File: src/common/timer0_mode_regs.vh
// Constants for the Timer0 mode register, prescaler and clock selection
// Function
// RQ1 - Mode register reached only by dedicated instructions
// RQ2 - Timer0 prescale: code 000 is 1:2, 111 is 1:256
// RQ3 - Watchdog reset mode: 000 is 1:1, 111 1:128
// RQ4 - Watchdog interrupt mode ratios match the Timer0 column
// RQ5 - Assignment bit set routes prescaler to watchdog
// RQ6 - Firmware programs prescaler before enabling watchdog/interrupt
// RQ7 - Edge bit 1 counts falling, 0 counts rising
// RQ8 - Edge bit applies to low-oscillator source too
// RQ9 - Source bit 0 instruction clock, else pin
// RQ10 - Source and low-clock bits set select low oscillator
// RQ11 - Count value read returns present prescaler count
// RQ12 - Prescaler clocks only its assigned party
`ifndef TIMER0_MODE_REGS_VH
`define TIMER0_MODE_REGS_VH

// ==========================================================
// Mode register layout
`define MODE_RESET 8'h3F
`define MODE_LOW_OSC_BIT 7
`define MODE_SPARE_BIT 6
`define MODE_SOURCE_BIT 5
`define MODE_EDGE_BIT 4
`define MODE_WDT_BIT 3
`define MODE_RATIO_HI 2
`define MODE_RATIO_LO 0

// ==========================================================
// Prescaler counter
`define PRESCALE_RESET 8'hFF
`define PRESCALE_ZERO 8'h00
`define PRESCALE_ONE 8'h01

`endif

File: src/hdl/prescale_tap.v
// Prescaler ratio decoder producing the division tap mask
`timescale 1ns/1ns
`include "timer0_mode_regs.vh"

module prescale_tap (
  // Mode inputs
  input wire [2:0] ratio_sel,
  input wire to_watchdog,
  input wire wdt_reset_mode,
  // Mask of low counter bits that must all be zero for a tick
  output wire [7:0] tap_mask
);

  // Watchdog reset mode uses one stage less
  wire reset_col;
  assign reset_col = to_watchdog & wdt_reset_mode; // [RQ3] [RQ4]

  // Ratio 2^(n+1) or 2^n: mask has n+1 or n low bits set
  wire [8:0] span;
  assign span = reset_col ? (9'h001 << ratio_sel) : // [RQ3]
                (9'h002 << ratio_sel); // [RQ2] [RQ4]

  wire [8:0] mask_full;
  assign mask_full = span - 9'h001;
  assign tap_mask = mask_full[7:0];

endmodule

File: src/hdl/timer0_prescaler_clock_select.v
// Timer0 mode register, shared prescaler and count source selection
`timescale 1ns/1ns
`include "timer0_mode_regs.vh"

module timer0_prescaler_clock_select (
  // Clock and reset
  input wire clk,
  input wire reset_n,
  // Instruction interface
  input wire timer_mode_write_instr,
  input wire timer_mode_read_instr,
  input wire [7:0] instr_wdata,
  input wire count_value_read,
  // Configuration and count sources
  input wire wdt_reset_mode,
  input wire inst_clk_tick,
  input wire ext_count_clock_pin,
  input wire low_osc_clk,
  input wire wdt_tick,
  // Read data
  output reg [7:0] mode_rdata,
  output reg mode_rvalid,
  output reg [7:0] count_rdata,
  // Mode fields seen by the timer and watchdog
  output reg [2:0] prescale_ratio_sel,
  output reg prescale_to_watchdog,
  output reg count_edge_sel,
  output reg count_source_sel,
  output reg low_osc_source_sel,
  output reg spare_storage_bit,
  // Advance strobes and prescaler count value
  output reg timer0_inc,
  output reg wdt_inc,
  output reg [7:0] prescaler_count_value
);

  // ==========================================================
  // Overview
  // The mode register is only reached by the two dedicated
  // instructions; ordinary data-memory accesses never see it.
  // One prescaler is shared: it divides either the Timer0 count
  // source or the watchdog base tick, never both at once.
  // The party without the prescaler advances on every one of its
  // own ticks, undivided.
  // Field outputs lag the mode register by one cycle, since every
  // output comes straight from a flip-flop.
  // A mode write reloads the prescaler to all ones, so a new ratio
  // always starts from a clean count.
  // Hazard: changing the source selection could make the edge
  // detector compare levels of two different lines; the previous
  // level is therefore reloaded from the new line on a mode write.

  // ==========================================================
  // Helper functions

  // Level of the external source for a given low-clock select bit
  function pick_level;
    input low_sel;
    input osc_level;
    input pin_level;
    begin
      if (low_sel) begin
        pick_level = osc_level;
      end else begin
        pick_level = pin_level;
      end
    end
  endfunction

  // Edge decode shared by the pin and the low oscillator paths
  function edge_seen;
    input prev_level;
    input now_level;
    input falling;
    begin
      if (falling) begin
        edge_seen = prev_level & ~now_level;
      end else begin
        edge_seen = ~prev_level & now_level;
      end
    end
  endfunction

  // ==========================================================
  // Mode register
  reg [7:0] mode_reg;

  // Written only by the dedicated write instruction
  always @(posedge clk or negedge reset_n) begin
    if (!reset_n) begin
      mode_reg <= `MODE_RESET;
    end else if (timer_mode_write_instr) begin
      mode_reg <= instr_wdata; // [RQ1]
    end
  end

  // Read data returned by the dedicated read instruction
  always @(posedge clk or negedge reset_n) begin
    if (!reset_n) begin
      mode_rdata <= 8'h00;
      mode_rvalid <= 1'b0;
    end else begin
      mode_rvalid <= timer_mode_read_instr;
      if (timer_mode_read_instr) begin
        mode_rdata <= mode_reg; // [RQ1]
      end
    end
  end

  // Field outputs registered from the mode register
  always @(posedge clk or negedge reset_n) begin
    if (!reset_n) begin
      prescale_ratio_sel <= 3'h7;
      prescale_to_watchdog <= 1'b1;
      count_edge_sel <= 1'b1;
      count_source_sel <= 1'b1;
      low_osc_source_sel <= 1'b0;
      spare_storage_bit <= 1'b0;
    end else begin
      prescale_ratio_sel <= mode_reg[`MODE_RATIO_HI:`MODE_RATIO_LO];
      prescale_to_watchdog <= mode_reg[`MODE_WDT_BIT];
      count_edge_sel <= mode_reg[`MODE_EDGE_BIT];
      count_source_sel <= mode_reg[`MODE_SOURCE_BIT];
      low_osc_source_sel <= mode_reg[`MODE_LOW_OSC_BIT];
      spare_storage_bit <= mode_reg[`MODE_SPARE_BIT];
    end
  end

  // ==========================================================
  // Count source selection and edge detection
  wire src_ext;
  wire src_level;
  reg src_prev_reg;
  wire src_edge;
  wire src_tick;

  assign src_ext = mode_reg[`MODE_SOURCE_BIT];
  // Low oscillator replaces the pin when both bits are set
  assign src_level = pick_level(mode_reg[`MODE_LOW_OSC_BIT],
                                low_osc_clk, // [RQ10]
                                ext_count_clock_pin); // [RQ9]

  // Previous level of the selected external source
  always @(posedge clk or negedge reset_n) begin
    if (!reset_n) begin
      src_prev_reg <= 1'b0;
    end else if (timer_mode_write_instr) begin
      // Follow the newly selected line so a switch is not an edge
      src_prev_reg <= pick_level(instr_wdata[`MODE_LOW_OSC_BIT],
                                 low_osc_clk, ext_count_clock_pin);
    end else begin
      src_prev_reg <= src_level;
    end
  end

  // Edge bit 1 picks falling, 0 picks rising, for pin or oscillator
  assign src_edge = edge_seen(src_prev_reg, src_level,
                              mode_reg[`MODE_EDGE_BIT]); // [RQ7] [RQ8]
  // Source bit 0 counts the instruction clock
  assign src_tick = src_ext ? src_edge : inst_clk_tick; // [RQ9]

  // ==========================================================
  // Shared prescaler
  wire to_wdt;
  wire pre_in;
  wire [7:0] tap_mask;
  wire pre_out;
  reg [7:0] pre_reg;
  reg [7:0] pre_next;

  assign to_wdt = mode_reg[`MODE_WDT_BIT];
  // Prescaler input comes from the party it serves
  assign pre_in = to_wdt ? wdt_tick : src_tick; // [RQ5]

  prescale_tap u_tap (
    .ratio_sel(mode_reg[`MODE_RATIO_HI:`MODE_RATIO_LO]),
    .to_watchdog(to_wdt),
    .wdt_reset_mode(wdt_reset_mode),
    .tap_mask(tap_mask)
  );

  // Counts down from all ones; tick when masked low bits are zero and wrap back to ones
  always @* begin
    pre_next = pre_reg;
    if (pre_in) begin
      pre_next = pre_reg - `PRESCALE_ONE;
    end
  end

  assign pre_out = pre_in &
                   ((pre_reg & tap_mask) == `PRESCALE_ZERO); // [RQ2] [RQ3]

  // Prescaler counter; cleared back to all ones on a mode write
  always @(posedge clk or negedge reset_n) begin
    if (!reset_n) begin
      pre_reg <= `PRESCALE_RESET;
    end else if (timer_mode_write_instr) begin
      pre_reg <= `PRESCALE_RESET;
    end else begin
      pre_reg <= pre_next;
    end
  end

  // ==========================================================
  // Advance strobes and count value read
  always @(posedge clk or negedge reset_n) begin
    if (!reset_n) begin
      timer0_inc <= 1'b0;
      wdt_inc <= 1'b0;
      prescaler_count_value <= `PRESCALE_RESET;
      count_rdata <= `PRESCALE_RESET;
    end else begin
      // Undivided source edges go to Timer0 when prescaler is elsewhere
      timer0_inc <= to_wdt ? src_tick : pre_out; // [RQ12] [RQ5]
      wdt_inc <= to_wdt ? pre_out : wdt_tick; // [RQ12] [RQ5]
      prescaler_count_value <= pre_reg; // [RQ11]
      if (count_value_read) begin
        count_rdata <= pre_reg; // [RQ11]
      end
    end
  end

endmodule

File: config.mk
export PLATFORM = sky130hd
export DESIGN_NAME = timer0_prescaler_clock_select
export DESIGN_NICKNAME = d
export VERILOG_FILES = /design/src/hdl/prescale_tap.v /design/src/hdl/timer0_prescaler_clock_select.v
export VERILOG_INCLUDE_DIRS = /design/src /design/src/common
export SDC_FILE = /design/constraint.sdc
export NUM_CORES = 1
export LEC_CHECK = 0
export BUFFER_PORTS_ARGS = -buffer_cell sky130_fd_sc_hd__buf_2
export CORE_AREA = 2 2 66 68
export CTS_BUF_LIST = sky130_fd_sc_hd__clkbuf_2
export DETAILED_ROUTE_END_ITERATION = 7
export DIE_AREA = 0 0 68 70
export PLACE_DENSITY = 0.83
export SKIP_LAST_GASP = 1
export SLEW_MARGIN = 15
export SYNTH_ARGS = -nofsm -noshare
export SYNTH_HDL_FRONTEND = slang
export SYNTH_SLANG_ARGS = --single-unit
File: constraint.sdc
create_clock -name clk -period 7.97 [get_ports clk]
set_input_delay 1.594 -clock clk [delete_from_list [all_inputs] [get_ports clk]]
set_output_delay 1.594 -clock clk [all_outputs]
set_load 0.005 [all_outputs]
==> flow_summary_export.csv <==
group,metric,value,unit
placed_design,detailed_place_hpwl,2870,um
sta,slew_violations,0,
grt,grt_max_degree,53,
clock_tree,clock_tree.htree_level_count,2,
sta,setup-violations-final,0,
drt,route.detailed.wl_per_inst,14.1,um
drt,drcViolationCount,0,
placed_design,postPlaceCellArea,2570,sq um
power,power_density,200,nW/um^2
power,fin_total_pwr,0.527,mW
sta,relSlewSlack,59.7,%
logic_synthesis,synthDistinctLibCells,42,
placed_design,dpl_worst_slack,4.00,ns
sta,clock-skew-final,0.00686,ns
placed_design,placedCellCount,281,
sta,final.hold.worst_slack,0.405,ns
floorplanning,std_cell_rows,24,
setup_path,crit_path_end_kind,"flip-flop",
sta,clock.fmax,283,MHz
sta,post-route-min-period,3.53,ns
floorplanning,die_area,4760,sq um
clock_tree,cts_buffers,5,
setup_path,crit_fanout,11,
floorplanning,dieHeight,70,um
final_layout,layout_cell_share_with_drive_strength_beyond_1,51.5,%
placed_design,gpl.final_weighted_congestion,0.880,
logic_synthesis,synth.largest_area_cell,"sky130_fd_sc_hd__dfstp_2",
drt,detail_route.vias_per_cell,5.48,
clock_tree,clk_latency,0.41,ns
grt,globalRoute.totalOverflow,0,
clock_tree,post-cts-setup-buffer-count,0,
final_layout,syn2layout_area_growth,15.1,%
logic_synthesis,synthesized_area_per_cell,12.2,sq um
hold_path,holdCritPathClass,"reg2reg",
final_layout,final_cell_area,2630,sq um
sta,rsz0062_at_grt,"no",
grt,antenna_found_initial,0,
floorplanning,top_level_ports,53,
logic_synthesis,synth_fp_nets,210,
final_layout,final_core_utilization,63.6,%
floorplanning,dieWidth,68,um
power,p_leak,1.11,nW
run,max_cap_viol_count,0,
logic_synthesis,number_of_standard_cells_after_synthesis,188,
drt,detailedRoute.firstIterationViolations,61,
logic_synthesis,synth_seq_cells,52,
sta,post-route-worst-setup-slack,4.44,ns
floorplanning,core_area,4140,sq um
logic_synthesis,synth_warnings,0,
floorplanning,initial_core_util,55.2,%
logic_synthesis,synth.yosys.seq_area_share,58.8,%
final_layout,diodes,0,
clock_tree,cts.sink_count,52,
clock_tree,cts.reportedPaths.clkPinSlew,0.22,ns
clock_tree,post_cts_resized,0,
clock_tree,cts.hold.buffers_added,0,
logic_synthesis,number_of_enable_type_register_cells_in_the_synthesized_netlist,0,
drt,dr_total_vias,1583,
logic_synthesis,postSynth.asyncResetShare,100,%
setup_path,worst-endpoint-arrival,3.85,ns
power,irDropWorstVdd,0.000120,V
clock_tree,cts_root_buffer,"sky130_fd_sc_hd__clkbuf_2",
sta,setup_tns,0,ns
sta,max_slew.worst_pin.slew,0.605,ns
logic_synthesis,yosys_most_used_dff,"sky130_fd_sc_hd__dfstp_2",
grt,grt_usage,19.1,%
drt,detail_route.wirelength,4060,um
logic_synthesis,largest_cells_by_area_after_synthesis,"sky130_fd_sc_hd__dfstp_2 41%, sky130_fd_sc_hd__dfrtp_1 17%, sky130_fd_sc_hd__mux2_2 11%, sky130_fd_sc_hd__o21ai_0 2.6%, sky130_fd_sc_hd__ha_1 2.2%",
drt,final_antenna_net_count,0,
clock_tree,clock_path_buffers,2,
sta,report.final.hold_viol_count,0,
grt,grt_first_pass_wirelength,6840,um
drt,firstDrtPassIters,4,
setup_path,critPathLaunchType,"primary input",
final_layout,num-fill-cells,329,
setup_path,worstSetupPathType,"in2reg",
setup_path,worst-endpoint-required,8.29,ns
logic_synthesis,synthesis.area,2290,sq um
outcome,outcome,"completed",
final_layout,layout.nets,258,
final_layout,final-instance-count-excl-fill,289,
clock_tree,tritoncts_clock_tree,"built",
sta,post-route-period-util,44.3,%
placed_design,numPortBuffers,52,
grt,first_global_vias,1514,
logic_synthesis,yosys.area.top_type_share,41.3,%
-- worst max-delay path, stage by stage --
cell and delay, ns:
sky130_fd_sc_hd__buf_2 0.08, sky130_fd_sc_hd__nand2_1 0.06, sky130_fd_sc_hd__inv_1 0.06, sky130_fd_sc_hd__ha_1 0.34, sky130_fd_sc_hd__or3b_2 0.50, sky130_fd_sc_hd__ha_1 0.31
sky130_fd_sc_hd__nor4bb_1 0.16, sky130_fd_sc_hd__a2111oi_0 0.37, sky130_fd_sc_hd__a311oi_1 0.08, sky130_fd_sc_hd__o211ai_1 0.14, sky130_fd_sc_hd__o21ai_0 0.14
-- power by group --
group | switching, mW | total (mW) | internal [mW]
Clock | 0.0752 | 0.129 | 0.0539
Combinational | 0.0437 | 0.0864 | 0.0426
Sequential | 0.0167 | 0.311 | 0.295
Total | 0.136 | 0.527 | 0.391
-- final cells by class --
type / instances / area, sq um / area share, %
Sequential cell: 52 / 1350 / 51.1
Multi-Input combinational cell: 116 / 860 / 32.6
Timing Repair Buffer: 53 / 268 / 10.2
Tap cell: 52 / 65.1 / 2.47
Clock inverter: 2 / 35.0 / 1.33
Clock buffer: 6 / 30.0 / 1.14
Inverter: 8 / 30.0 / 1.14
-- placed cells by master, fill, tap and decap left out, types with 3 or more instances in the layout --
cell / netlist / routed
sky130_fd_sc_hd__nor2b_1: 3 / 3
sky130_fd_sc_hd__o21ai_0: 12 / 12
sky130_fd_sc_hd__nand3_1: 4 / 4
sky130_fd_sc_hd__nand2b_1: 6 / 6
sky130_fd_sc_hd__nor3_1: 8 / 8
sky130_fd_sc_hd__clkbuf_2: 0 / 6
sky130_fd_sc_hd__or3_1: 3 / 3
sky130_fd_sc_hd__ha_1: 4 / 4
sky130_fd_sc_hd__dfstp_2: 36 / 36
sky130_fd_sc_hd__buf_2: 0 / 52
sky130_fd_sc_hd__mux2_2: 22 / 22
sky130_fd_sc_hd__mux2i_1: 4 / 4
sky130_fd_sc_hd__or3b_1: 5 / 5
sky130_fd_sc_hd__inv_1: 8 / 8
sky130_fd_sc_hd__nand2_1: 9 / 9
sky130_fd_sc_hd__dfrtp_1: 16 / 16
sky130_fd_sc_hd__nor2_1: 6 / 6
sky130_fd_sc_hd__a21oi_1: 5 / 5
-- routing by layer --
| layer | up-vias | GRT usage (%) | part of all wire (%) | wire length (um) |
|---|---|---|---|---|
| li1 | 757 | - | - | - |
| met1 | 781 | 24.0 | 42 | 1690 |
| met2 | 43 | 31.3 | 52 | 2100 |
| met3 | 2 | 6.28 | 6.0 | 243 |
| met4 | 0 | 5.11 | 0.59 | 24 |
| met5 | - | 0 | 0 | 0 |
-- kinds of logic (layout without fill, tap and decap cells) --
family,count (synthesis),count (layout),share of synthesized area [%]
fa+ha+maj,4,4,2.19
xor+xnor,2,2,0.766
simple gates,52,52,12.9
buf+inv,20,69,3.61
mux,26,26,12.6
compound gates,32,32,9.13
flops,52,52,58.8
-- cells in the mapped netlist (2+ instances only) --
| library cell | count |
|---|---|
| sky130_fd_sc_hd__dfstp_2 | 36 |
| sky130_fd_sc_hd__nand2_1 | 9 |
| sky130_fd_sc_hd__dfrtp_1 | 16 |
| sky130_fd_sc_hd__nand2b_1 | 6 |
| sky130_fd_sc_hd__nor3_1 | 8 |
| sky130_fd_sc_hd__mux2_2 | 22 |
| sky130_fd_sc_hd__nor2_1 | 6 |
| sky130_fd_sc_hd__nand3_1 | 4 |
| sky130_fd_sc_hd__a211o_1 | 2 |
| sky130_fd_sc_hd__nor2b_1 | 3 |
| sky130_fd_sc_hd__inv_1 | 8 |
| sky130_fd_sc_hd__or3b_1 | 5 |
| sky130_fd_sc_hd__a21oi_1 | 5 |
| sky130_fd_sc_hd__mux2i_1 | 4 |
| sky130_fd_sc_hd__o21ai_0 | 12 |
| sky130_fd_sc_hd__clkbuf_1 | 9 |
| sky130_fd_sc_hd__buf_1 | 2 |
| sky130_fd_sc_hd__ha_1 | 4 |
| sky130_fd_sc_hd__or3_1 | 3 |
| sky130_fd_sc_hd__xnor2_1 | 2 |
-- final timing paths --
path	depth (start not counted)	slack, ns	start	endpoint
max	11	4.44	wdt_reset_mode	timer0_inc$_DFF_PN0_
max in group asynchronous	2	6.34	reset_n	count_edge_sel$_DFF_PN1_
max reg2reg	10	4.99	mode_reg[3]$_DFFE_PN1P_	timer0_inc$_DFF_PN0_
min in group asynchronous	2	1.25	reset_n	wdt_inc$_DFF_PN0_
min reg2reg	0	0.40	mode_reg[0]$_DFFE_PN1P_	prescale_ratio_sel[0]$_DFF_PN1_
min	0	0.40	mode_reg[0]$_DFFE_PN1P_	prescale_ratio_sel[0]$_DFF_PN1_
(Power assumes the default switching activity.)
